## config.mk

```make
export PLATFORM = sky130hd
export DESIGN_NAME = psl_pin_logic
export DESIGN_NICKNAME = d
export VERILOG_FILES = /design/src/inc/psl_pkg.sv /design/src/psl_pin_logic.sv
export SDC_FILE = /design/constraint.sdc
export NUM_CORES = 1
export LEC_CHECK = 0
export BUFFER_PORTS_ARGS = -buffer_cell sky130_fd_sc_hd__buf_2
export CELL_PAD_IN_SITES_DETAIL_PLACEMENT = 0
export CELL_PAD_IN_SITES_GLOBAL_PLACEMENT = 2
export CORE_ASPECT_RATIO = 1.75
export CORE_MARGIN = 2
export CORE_UTILIZATION = 35
export CTS_CLUSTER_DIAMETER = 100
export CTS_CLUSTER_SIZE = 20
export DETAILED_ROUTE_END_ITERATION = 12
export HOLD_SLACK_MARGIN = 0.12
export PLACE_DENSITY = 0.93
export SLEW_MARGIN = 20
export SYNTH_ARGS = -nofsm -noshare
export SYNTH_HDL_FRONTEND = slang
export SYNTH_SLANG_ARGS = --single-unit
```

## constraint.sdc

```tcl
create_clock -name clk_sys -period 3.5 [get_ports clk_sys]
set_clock_uncertainty 0.1 [all_clocks]
set_input_delay 0.175 -clock clk_sys [delete_from_list [all_inputs] [get_ports clk_sys]]
set_output_delay 0.175 -clock clk_sys [all_outputs]
set_load 0.01 [all_outputs]
```

## src/inc/psl_pkg.sv

```systemverilog
/*
 * Constants, carrier structs and state enum for the pin, status and strap logic.
 * Assumes a single 250 MHz system clock and pin inputs synchronised inside the block.
 */
// Overview of operation
// - Port LED pins are driven low to light, high to darken.
// - LED select bit 9 clear: A speed, B link/act; set: A activity, B link.
// - Link steady, activity blinks, combined on or blinking, speed lit at 100 only.
// - Pull level on LED A pin is latched at reset as 16-/8-bit bus width.
// - Wake output asserts while any enabled wake event is present.
// - Wake output active low by default; polarity input selects its level.
// - Interrupt pin pulled low while any interrupt status bit is set, else released.
// - EEPROM data pin is only read, never driven; its pull level at reset means EEPROM present.
// - Bus speed code 11 gives a 4 us EEPROM serial clock period during loading.
// - Bus speed code 00 gives an 800 ns EEPROM serial clock period during loading.
// - Pull level on EEPROM clock pin at reset selects big or little endian.
// - EEPROM serial clock output is used to read configuration data.
package psl_pkg;
    localparam int         CLK_PERIOD_NS     = 4;
    localparam int         EE_SLOW_PERIOD_NS = 4000;
    localparam int         EE_FAST_PERIOD_NS = 800;
    localparam logic [9:0] EE_SLOW_HALF      = 10'(EE_SLOW_PERIOD_NS / (2 * CLK_PERIOD_NS));
    localparam logic [9:0] EE_FAST_HALF      = 10'(EE_FAST_PERIOD_NS / (2 * CLK_PERIOD_NS));
    localparam logic [1:0] BUS_SPEED_25      = 2'h3;
    localparam logic [1:0] BUS_SPEED_125     = 2'h0;
    localparam int         LED_SEL_BIT       = 9;
    localparam int         BLINK_PERIOD_NS   = 50000000;
    localparam int         BLINK_CYC_DEF     = BLINK_PERIOD_NS / CLK_PERIOD_NS;
    localparam int         EE_WORD_BITS      = 16;
    localparam logic [1:0] STRAP_WAIT        = 2'h2;
    localparam int         WAKE_W            = 4;
    localparam int         IRQ_W             = 16;
    localparam logic [5:0] PIN_SYNC_RST      = 6'h3f;
    // Synchronised pin vector positions
    localparam int         PIN_LED_A         = 5;
    localparam int         PIN_EE_DATA       = 4;
    localparam int         PIN_EE_CLK        = 3;
    localparam int         PIN_RD_N          = 2;
    localparam int         PIN_CS_N          = 1;
    localparam int         PIN_CMD           = 0;

    typedef struct packed {
        logic up;
        logic speed_100;
        logic activity;
    } psl_link_s;

    typedef struct packed {
        logic bus_16bit;
        logic eeprom_present;
        logic big_endian;
    } psl_strap_s;

    typedef struct packed {
        logic sel;
        logic rd;
        logic cmd_addr;
    } psl_host_s;

    typedef enum logic [1:0] {
        PSL_STRAP,
        PSL_LOAD,
        PSL_RUN
    } psl_state_e;
endpackage

```

## src/psl_pin_logic.sv

```systemverilog
/*
 * Pin-level status, strap latching and EEPROM clocking for a single-port controller.
 * Assumes link, wake and interrupt status come from logic on clk_sys; pins are asynchronous.
 */
`timescale 1ns/100ps
module psl_pin_logic #(
    parameter int BLINK_CYC = psl_pkg::BLINK_CYC_DEF
) (
    input  wire logic                         clk_sys,
    input  wire logic                         rst,
    input  wire logic                         clk_en,
    input  wire psl_pkg::psl_link_s           link_status,
    input  wire logic [15:0]                  chip_global_control,
    input  wire logic                         power_mgmt_polarity,
    input  wire logic [psl_pkg::WAKE_W-1:0]   wake_events,
    input  wire logic [psl_pkg::WAKE_W-1:0]   wake_enable,
    input  wire logic [psl_pkg::IRQ_W-1:0]    irq_status,
    input  wire logic [1:0]                   onchip_bus_speed_ctrl,
    input  wire logic                         ee_load_req,
    input  wire logic                         port_indicator_a_i,
    output logic                              port_indicator_a_o,
    output logic                              port_indicator_a_oe_n,
    output logic                              port_indicator_b,
    output logic                              wake_event_out,
    output logic                              host_irq_n_o,
    output logic                              host_irq_n_oe_n,
    input  wire logic                         read_strobe_n,
    input  wire logic                         chip_select_n,
    input  wire logic                         cmd_type,
    input  wire logic                         eeprom_serial_data_i,
    output logic                              eeprom_serial_data_o,
    output logic                              eeprom_serial_data_oe_n,
    input  wire logic                         eeprom_serial_clock_i,
    output logic                              eeprom_serial_clock_o,
    output logic                              eeprom_serial_clock_oe_n,
    output psl_pkg::psl_strap_s               strap,
    output psl_pkg::psl_host_s                host_access,
    output logic [psl_pkg::EE_WORD_BITS-1:0]  ee_word,
    output logic                              ee_done
);
    import psl_pkg::*;

    localparam logic [23:0] BLINK_LAST = 24'(BLINK_CYC - 1);
    localparam logic [23:0] BLINK_HALF = 24'(BLINK_CYC / 2);

    psl_state_e  state_r;
    logic [1:0]  strap_cnt_r;
    logic [5:0]  pin_meta_r;
    logic [5:0]  pin_sync_r;
    logic [9:0]  half_cnt_r;
    logic [3:0]  bit_cnt_r;
    logic [23:0] blink_cnt_r;
    logic        ee_tick;
    logic        ee_last;
    logic        act_lit;
    logic        led_a_on;
    logic        led_b_on;

    // Half period of the EEPROM clock; unlisted speed codes fall back to the slow rate
    function automatic logic [9:0] half_for(input logic [1:0] spd);
        return (spd == BUS_SPEED_125) ? EE_FAST_HALF : EE_SLOW_HALF;
    endfunction

    // Two-stage synchroniser for every pin input
    always_ff @(posedge clk_sys) begin
        if (rst) begin
            pin_meta_r <= PIN_SYNC_RST;
            pin_sync_r <= PIN_SYNC_RST;
        end else if (clk_en) begin
            pin_meta_r <= {port_indicator_a_i, eeprom_serial_data_i, eeprom_serial_clock_i,
                           read_strobe_n, chip_select_n, cmd_type};
            pin_sync_r <= pin_meta_r;
        end
    end

    assign ee_tick = (state_r == PSL_LOAD) && (half_cnt_r == half_for(onchip_bus_speed_ctrl) - 10'h001);
    assign ee_last = ee_tick && !eeprom_serial_clock_o && (bit_cnt_r == 4'(EE_WORD_BITS - 1));

    // Sequencer: strap capture, optional EEPROM load, then normal running
    always_ff @(posedge clk_sys) begin
        if (rst) begin
            state_r     <= PSL_STRAP;
            strap_cnt_r <= 2'h0;
            strap       <= '0;
        end else if (clk_en) begin
            unique case (state_r)
                PSL_STRAP: begin
                    // Wait out the synchroniser so reset-time levels are not taken
                    if (strap_cnt_r == STRAP_WAIT) begin
                        strap.bus_16bit      <= pin_sync_r[PIN_LED_A];
                        strap.eeprom_present <= pin_sync_r[PIN_EE_DATA];
                        strap.big_endian     <= pin_sync_r[PIN_EE_CLK];
                        state_r <= pin_sync_r[PIN_EE_DATA] ? PSL_LOAD : PSL_RUN;
                    end else begin
                        strap_cnt_r <= strap_cnt_r + 2'h1;
                    end
                end
                PSL_LOAD: begin
                    if (ee_last) begin
                        state_r <= PSL_RUN;
                    end
                end
                PSL_RUN: begin
                    if (ee_load_req && strap.eeprom_present) begin
                        state_r <= PSL_LOAD;
                    end
                end
            endcase
        end
    end

    // EEPROM serial clock and data capture on rising clock edges
    always_ff @(posedge clk_sys) begin
        if (rst) begin
            half_cnt_r               <= 10'h000;
            bit_cnt_r                <= 4'h0;
            eeprom_serial_clock_o    <= 1'b0;
            eeprom_serial_clock_oe_n <= 1'b1;
            eeprom_serial_data_o     <= 1'b0;
            eeprom_serial_data_oe_n  <= 1'b1;
            ee_word                  <= '0;
            ee_done                  <= 1'b0;
        end else if (clk_en) begin
            // Clock pin stays released until its strap has been taken
            eeprom_serial_clock_oe_n <= (state_r == PSL_STRAP);
            // Data pin only read here; command framing is outside this block
            eeprom_serial_data_oe_n  <= 1'b1;
            if (state_r != PSL_LOAD) begin
                half_cnt_r            <= 10'h000;
                bit_cnt_r             <= 4'h0;
                eeprom_serial_clock_o <= 1'b0;
                if (state_r == PSL_RUN && ee_load_req && strap.eeprom_present) begin
                    ee_done <= 1'b0;
                end
            end else if (ee_tick) begin
                half_cnt_r            <= 10'h000;
                eeprom_serial_clock_o <= !eeprom_serial_clock_o;
                if (!eeprom_serial_clock_o) begin
                    ee_word   <= {ee_word[EE_WORD_BITS-2:0], pin_sync_r[PIN_EE_DATA]};
                    bit_cnt_r <= bit_cnt_r + 4'h1;
                    if (ee_last) begin
                        ee_done <= 1'b1;
                    end
                end
            end else begin
                half_cnt_r <= half_cnt_r + 10'h001;
            end
        end
    end

    // Activity stretch: lit for the first half of each blink, dark for the second
    always_ff @(posedge clk_sys) begin
        if (rst) begin
            blink_cnt_r <= 24'h000000;
        end else if (clk_en) begin
            if (blink_cnt_r != 24'h000000) begin
                blink_cnt_r <= blink_cnt_r - 24'h000001;
            end else if (link_status.activity) begin
                blink_cnt_r <= BLINK_LAST;
            end
        end
    end

    assign act_lit  = blink_cnt_r > BLINK_HALF;
    assign led_a_on = chip_global_control[LED_SEL_BIT] ? act_lit
                                                        : (link_status.up && link_status.speed_100);
    assign led_b_on = chip_global_control[LED_SEL_BIT] ? link_status.up
                                                        : (link_status.up && !act_lit);

    // LED pins, active low; LED A released while its strap is sampled
    always_ff @(posedge clk_sys) begin
        if (rst) begin
            port_indicator_a_o    <= 1'b1;
            port_indicator_a_oe_n <= 1'b1;
            port_indicator_b      <= 1'b1;
        end else if (clk_en) begin
            port_indicator_a_o    <= !led_a_on;
            port_indicator_a_oe_n <= (state_r == PSL_STRAP);
            port_indicator_b      <= !led_b_on;
        end
    end

    // Wake and interrupt pins
    always_ff @(posedge clk_sys) begin
        if (rst) begin
            wake_event_out  <= 1'b1;
            host_irq_n_o    <= 1'b0;
            host_irq_n_oe_n <= 1'b1;
        end else if (clk_en) begin
            wake_event_out  <= (|(wake_events & wake_enable)) ? power_mgmt_polarity
                                                              : !power_mgmt_polarity;
            host_irq_n_o    <= 1'b0;
            host_irq_n_oe_n <= !(|irq_status);
        end
    end

    // Host strobe qualification; nothing counts without chip select
    always_ff @(posedge clk_sys) begin
        if (rst) begin
            host_access <= '0;
        end else if (clk_en) begin
            host_access.sel      <= !pin_sync_r[PIN_CS_N];
            host_access.rd       <= !pin_sync_r[PIN_CS_N] && !pin_sync_r[PIN_RD_N];
            host_access.cmd_addr <= !pin_sync_r[PIN_CS_N] && pin_sync_r[PIN_CMD];
        end
    end

    // Checking helpers: cycles since the last EEPROM clock change
    logic [9:0] gap_cnt_r;
    always_ff @(posedge clk_sys) begin
        if (rst || state_r != PSL_LOAD) begin
            gap_cnt_r <= 10'h000;
        end else if (clk_en) begin
            gap_cnt_r <= ee_tick ? 10'h000 : gap_cnt_r + 10'h001;
        end
    end
endmodule

```

* After elaboration in Yosys (flattened, before gate mapping)
Index checks and enable logic that the tools add are counted.
** Storage, ports and cells
- Bits in registers :: 83
- Input port bits :: 56
- Output and inout bits :: 33
- Logic and storage cells :: 99
** Cells by class
- Add/sub/neg operators :: 5
- Order comparisons :: 1
- Equal/unequal tests :: 11
- Mux-type cells :: 23
- Bitwise logic cells :: 4
- Reduce and logical (&&, ||, !) cells :: 34
** Operators with widths (number)
- 24-bit two-way mux :: 2
- 24-bit by 23-bit > comparator with 1-bit output (second input constant) :: 1
- 24-bit nonzero test :: 1
- 24-bit by 1-bit subtractor with 24-bit output (second input constant) :: 1
- 10-bit two-way mux :: 2
- 16-bit OR reduction :: 1
- 4-bit two-way mux :: 3
- 10-bit by 1-bit adder with 10-bit output (second input constant) :: 1
- 10-bit == test :: 1
- 1-bit logical AND :: 10
- 1-bit two-way mux :: 10
- 9-bit by 1-bit subtractor with 10-bit output (second input constant) :: 1
- 9-bit two-way mux :: 1
- 3-bit AND reduction :: 3
- 1-bit logical NOT :: 8
- 2-bit two-way mux :: 4
- 2-bit != test (second input constant) :: 4
- 4-bit AND reduction :: 2
- 2-bit case mux with 3 select lines :: 1
- 2-bit nonzero test :: 3
- 5-bit AND reduction :: 1
- 4-bit by 1-bit adder with 4-bit output (second input constant) :: 1
- 4-bit bitwise AND :: 1
- 2-bit == test (second input constant) :: 2
- 8 further kinds :: 13

* Logic depth before layout (Yosys ltp)
Gate-level depths: netlist (run 1).
- Depth in word-level cells :: 11
- Depth in mapped cells :: 8
- Depth with buffers taken out :: 7

* Least setup slack after synthesis (run 1)
Ideal clock, no wire load.
- Kind :: reg-to-reg
- From :: reg blink_cnt_r[4]
- To :: reg blink_cnt_r[9]
- Library setup time :: 123 ps
- Data arrival time :: 2082 ps
- Required time :: 3277 ps
- Slack :: 1195 ps
- Stages on the path, launching flop included :: 8
- Buffers on the path :: 2
- Clock period less this slack :: 2305 ps
- Cells stage by stage :: dfxtp_1 > or4_1 > buf_2 > or2_4 > or4_4 > buf_6 > nand2_1 > o31ai_1
** Between the ends
- Cells in the longest elaborated chain, start to end :: 3
- Elaborated cells between the ends (all ways) :: 5
- Those cells by class :: 1 x add/sub; 1 x mux; 3 x reduce/logical
** Ends and longest elaborated chain
- start, declared :: line psl_pin_logic.sv:52 : logic [23:0] blink_cnt_r;
- start signal, assigned :: line psl_pin_logic.sv:157 : blink_cnt_r <= blink_cnt_r - 24'h000001;
- parallel branches: the longest is 3 deep, another holds 24-bit by 1-bit subtractor with 24-bit output
Parallel ways; which one is timed is not known.
A chain may end at the register's enable or synchronous reset.

* Final worst setup path (run 1)
- From :: reg blink_cnt_r[0]
- To :: reg blink_cnt_r[23]
The elaborated chain is that of the path after synthesis.

==> results.ini, run 1 <==
[placed_design]
gp_congestion=0.856
dp_hpwl_um=6750
io_buffer_count=70
place_area_sq_um=4370

[synthesis]
synth_edf_count=0
yosysWarnings=0
synth_cell_types=68
synthesis.area_sq_um=3960
synth-main-ff-cell=dfxtp_1
synth_cells=442
async_flop_share_pct=0
seq_area_frac_synth_pct=42.0
postSynthAreaPerCell_sq_um=8.95
ys_ff_latch=83

[setup_path]
worstPathRequired_ns=3.65
worstSetupEndpointType=flip-flop
crit_fanout=8
startpoint_type=flip-flop
setup.worst_path.start=blink_cnt_r[0]
critPathKind=flip-flop to flip-flop
reg2reg_from=blink_cnt_r[0]
crit_arrival_ns=2.92

[detailed_routing]
viasPerCell=5.26
vias=3446
drtPass1Iterations=4
wl_um=9550
antenna_left=0
dr.first_iter.drc_count=139
drc=0
wl_per_cell_um=14.6

[grt]
grt_pass1_vias=3426
grt_pass1_wl_um=16200
grtUsageTotal_pct=16.7
overflow=0
antenna_found_initial=0
grt_max_degree=53

[sta]
post-route-min-period_ns=2.77
setup_viol=0
slew_headroom_pct=39.2
hold_viol_final=0
worst_slew_pin_slew_ns=0.912
holdWs_ns=0.144
tns_ns=0
max_freq_ghz=0.360
slew_violations=0
fin_crit_sh_pct=79.3
rsz0062_at_grt=false

[die]
io_pins=89
start_util_pct=35.6
die_w_um=84.4
num_rows=51
die_h_um=145
core_sq_um=11100
die_area_sq_um=12200

[finish]
final_common_cell=dfxtp_1
num-fill-cells=1163
diodes=0
final_nets=582
syn_to_final_growth_pct=23.1
drive_above_1_share_pct=19.9
layout_common_cells=dfxtp_1, buf_2, nor2_1
fin_area_sq_um=4870

[power_and_ir_drop]
p_int_uw=2230
power.leakage_uw=0.00209
p_comb_share_pct=32.1
power_uw=3430
swShare_pct=35.0
power.density_nw_per_um2=704
sequentialPowerShare_pct=35.6
pwr-share-clk_pct=32.3
switching_power_uw=1200
max-vdd-ir-drop_mv=0.401

[clock_network]
htree_levels=3
tritoncts=done
insertion_delay_ns=0.34
clk_pin_slew_ns=0.07
clk_path_buf_depth=2
ctsResizeCount=0
clock_sinks=83
numCtsBuffers=9
cts-root-buf=clkbuf_16

[job]
maxCapViolCount=0

[hold_path]
min_from=ee_load_req
hold_class=input port to flip-flop

[status]
outcome=finished clean

-- cell usage after synthesis, types with 2 or more instances --
| master | number | share of area, % |
|---|---|---|
| a211o_1 | 2 | 0.44 |
| a211oi_1 | 9 | 1.7 |
| a21oi_1 | 20 | 2.5 |
| a311oi_1 | 5 | 1.1 |
| and3_1 | 5 | 0.79 |
| buf_1 | 4 | 0.38 |
| buf_2 | 4 | 0.51 |
| buf_4 | 4 | 0.76 |
| buf_6 | 2 | 0.57 |
| clkbuf_1 | 11 | 1.0 |
| conb_1 | 2 | 0.19 |
| dfxtp_1 | 83 | 42 |
| ha_1 | 8 | 2.5 |
| inv_1 | 13 | 1.2 |
| mux2_2 | 2 | 0.57 |
| mux2i_1 | 34 | 8.6 |
| nand2_1 | 34 | 3.2 |
| nand2b_1 | 2 | 0.32 |
| nand3_1 | 14 | 1.8 |
| nand3b_1 | 2 | 0.38 |
| nand4_1 | 6 | 0.95 |
| nand4b_1 | 3 | 0.66 |
| nor2_1 | 57 | 5.4 |
| nor2b_1 | 2 | 0.32 |
| nor3_1 | 13 | 1.6 |
| nor4_1 | 11 | 1.7 |
| nor4b_1 | 2 | 0.44 |
| o2111ai_1 | 2 | 0.44 |
| o211ai_1 | 3 | 0.57 |
| o21a_1 | 2 | 0.38 |
| o21ai_0 | 11 | 1.4 |
| o31a_1 | 2 | 0.44 |
| o31ai_1 | 5 | 0.95 |
| or2b_1 | 2 | 0.38 |
| or3_1 | 4 | 0.63 |
| or4_1 | 7 | 1.3 |
| xnor2_1 | 14 | 3.1 |
| xor2_1 | 6 | 1.3 |
-- stage by stage --
| stage | utilization (%) | worst slack, ns | instances |
|---|---|---|---|
| finish | 43.9 | 0.726 | 655 |
| global route | 43.9 | 0.466 | 655 |
| CTS | 43.9 | 0.744 | 655 |
| detailed placement | 39.4 | 0.767 | 624 |
| global placement | 39.4 | 0.781 | 624 |
| floorplan | - | 1.19 | 443 |
-- final timing paths --
path                                        end  slack, ns  cells past startpoint
worst min-delay path                    ee_done       0.14                      4
worst max register to register  blink_cnt_r[23]       0.73                      7
worst min register to register   host_access[2]       0.36                      2
worst max-delay path            blink_cnt_r[23]       0.73                      7
-- worst max-delay path, cell delays in order (launching register included) --
cell      delay [ns]
dfxtp_1         0.34
inv_1           0.09
ha_1            0.14
nor3b_1         0.43
nand4b_1        0.40
nor4_1          0.71
o21ai_0         0.21
a211oi_1        0.27
-- area by class of cell --
| type | count | area (sq um) | share of cell area (%) |
|---|---|---|---|
| Sequential cell | 83 | 1660 | 34.1 |
| Inverter | 13 | 48.8 | 1.00 |
| Timing Repair Buffer | 90 | 538 | 11.0 |
| Clock buffer | 10 | 239 | 4.90 |
| Clock inverter | 6 | 113 | 2.31 |
| Tap cell | 132 | 165 | 3.39 |
| Multi-Input combinational cell | 321 | 2110 | 43.2 |
-- cell families (layout without fill, tap and decap cells) --
kind of cell,after synthesis,count (layout),synth area share (%)
DFF,83,83,42.0
AOI/OAI and AO/OA,81,81,14.7
muxes,36,36,9.17
adders and majority gates,8,8,2.53
and+or+nand+nor,173,173,22.1
xor gates and xnor gates,20,20,4.43
buffers and inverters,39,119,4.84
other,2,3,0.190
-- layer usage --
metal  vias up  wire length [um]  global-route usage, %  share of wire (%)
li1       1736                 -                      -                  -
met2        62              5180                   30.2                 54
met5         -                 0                      0                  0
met4         0               348                   9.61                3.6
met1      1625              3720                   17.6                 39
met3        23               306                   3.65                3.2
-- flip-flops by register name (all words and copies together), names as in the netlist --
signal / cells
host_irq_n_oe_n: 1
strap_cnt_r: 2
blink_cnt_r: 24
wake_event_out: 1
half_cnt_r: 10
strap: 3
pin_sync_r: 6
eeprom_serial_clock_o: 1
port_indicator_a_oe_n: 1
port_indicator_a_o: 1
state_r: 2
ee_done: 1
pin_meta_r: 6
bit_cnt_r: 4
ee_word: 16
port_indicator_b: 1
host_access: 3
-- power by group through the flow --
stage          registers [uW]  logic [uW]  clock network, uW
6_report                 1220        1100               1110
3_3_place_gp             1230        1070                  0
4_1_cts                  1220        1100               1130
3_5_place_dp             1240        1080                  0
5_1_grt                  1250        1240               1170
2_1_floorplan            1200         871                  0
-- repair_timing --
action	in CTS	in global routing
hold buffers	15	0
hold endpoints to repair	10	0
setup buffers	0	0
Power figures use the tool's default switching activity.
==> inputs of run 2 (changes only) <==
CORE_UTILIZATION = 29   (was 35)
PLACE_DENSITY = 0.84   (was 0.93)
clock period = 2.3 ns   (was 3.5 ns; I/O delays follow)
==> run 2 against run 1 <==
Effect of this change: first-iteration DRC count is 18% lower; sequential power is 46% higher; largest cell class unchanged; count of clock-buffer cells in the layout is 1 lower.
==> results.ini, run 2 (synthesis gave the netlist of run 1 again) <==
[status]
outcome=finished clean

[die]
io_pins=89
die_h_um=159
die_area_sq_um=14600
die_w_um=92.3
start_util_pct=29.6
num_rows=56
core_sq_um=13400

[sta]
worst_slew_pin_slew_ns=0.626
setup_viol=0
rsz0062_at_grt=true
post-route-min-period_ns=2.21
slew_violations=0
max_freq_ghz=0.452
slew_headroom_pct=57.9
hold_viol_final=0
fin_crit_sh_pct=96.3

[setup_path]
crit_arrival_ns=2.39
worst_path_largest_cell_delay_ns=0.58
startpoint_type=flip-flop
crit_fanout=6
cpLargestDelayFamily=simple AND/OR/NAND/NOR gates
critPathKind=flip-flop to flip-flop
crit_chain=or4_4 -> or2_4 -> or4_4 -> a21o_1 -> a21oi_2
critPathSlowestCell=or4_4
crit_path_frequent_cell=or4_4
cp_num_buf_inv=0
worstPathRequired_ns=2.48
worstSetupEndpointType=flip-flop

[hold_path]
hold_class=input port to flip-flop

[finish]
max_flop_register=blink_cnt_r
final_common_cell=dfxtp_1
drive_above_1_share_pct=29.5
final_nets=636
largest_reg_flops=24
num-fill-cells=1391
syn_to_final_growth_pct=36.1
layout_common_cells=dfxtp_1, buf_2, buf_4
fin_util_pct=40.2
finalNonFillerCells=751
top_regs=blink_cnt_r x24, ee_word x16, half_cnt_r x10
diodes=0

[detailed_routing]
drtPass1Iterations=4
dr.first_iter.drc_count=114
drc=0
wl_um=10500
wl_per_cell_um=14.0
viasPerCell=4.93
antenna_left=0
vias=3704

[power_and_ir_drop]
power.density_nw_per_um2=1080
power_uw=5800
max-vdd-ir-drop_mv=0.483
power.leakage_uw=0.00236

[placed_design]
dp_cells=717
io_buffer_count=70
gp_congestion=0.795
dp_hpwl_um=7870

[clock_network]
tritoncts=done
clock_sinks=83
insertion_delay_ns=0.34
cts-root-buf=clkbuf_16
numCtsBuffers=9
clk_pin_slew_ns=0.06
clk_path_buf_depth=2
htree_levels=3

[grt]
grtUsageTotal_pct=14.8
grt_pass1_wl_um=17300
grt_pass1_vias=3694
antenna_found_initial=0
grt_max_degree=21
overflow=0

[job]
maxCapViolCount=0

==> run 2: metrics by stage <==
step	setup slack, ns	hold slack [ns]	area (sq um)	TNS (ns)
finish	0.0854	0.166	5390	0
global route	-0.0172	0.193	5390	-0.0172
CTS	0.0126	0.136	5290	0
detailed placement	-0.0858	0.237	4820	-0.626
global placement	-0.0255	0.232	4820	-0.0681
floorplan	0.0170	0.143	3970	0
==> run 2: path summary, 6_finish.rpt <==
path / start / to / slack, ns / cells past startpoint
setup reg to reg: blink_cnt_r[12] / blink_cnt_r[12] / 0.09 / 5
hold / removal: link_status[0] / blink_cnt_r[4] / 0.17 / 4
setup / recovery: blink_cnt_r[12] / blink_cnt_r[12] / 0.09 / 5
hold reg to reg: ee_done / ee_done / 0.37 / 2
==> run 2: report_power, final <==
part           switching (uW)  internal [uW]  total (uW)
clock network             607            848        1460
logic                    1310           1250        2560
registers                 158           1630        1780
total                    2080           3730        5800
==> run 2: area by class of cell <==
cell class / instances / area [sq um] / area share (%)
tap: 174 / 218 / 4.04
timing repair buffer: 144 / 946 / 17.6
clock buffer: 9 / 225 / 4.18
clock inverter: 7 / 76.3 / 1.42
sequential: 83 / 1660 / 30.9
multi-input combinational: 321 / 2210 / 41.0
inverter: 13 / 48.8 / 0.906
==> run 2: what timing repair did <==
action / 4_1_cts / 5_1_grt
resized for setup: 2 / 15
hold buffers: 16 / 0
pin swaps: 0 / 5
endpoints found under the setup margin: 17 / 15
endpoints found under the hold margin: 20 / 0
buffers inserted: 0 / 2
==> run 2: routing by layer <==
metal / part of all wire, % / vias up / global-route usage (%) / routed length, um
met5: 0 / - / 0 / 0
met4: 4.2 / 0 / 9.03 / 439
met3: 3.0 / 27 / 2.27 / 317
met2: 54 / 71 / 28.2 / 5720
met1: 39 / 1753 / 14.9 / 4070
li1: - / 1853 / - / -
==> run 2: worst register-to-register path, cell delays in order, from the launching register on <==
cell and delay [ns]:
dfxtp_1 0.31, or4_4 0.55, or2_4 0.28, or4_4 0.58
a21o_1 0.20, a21oi_2 0.13
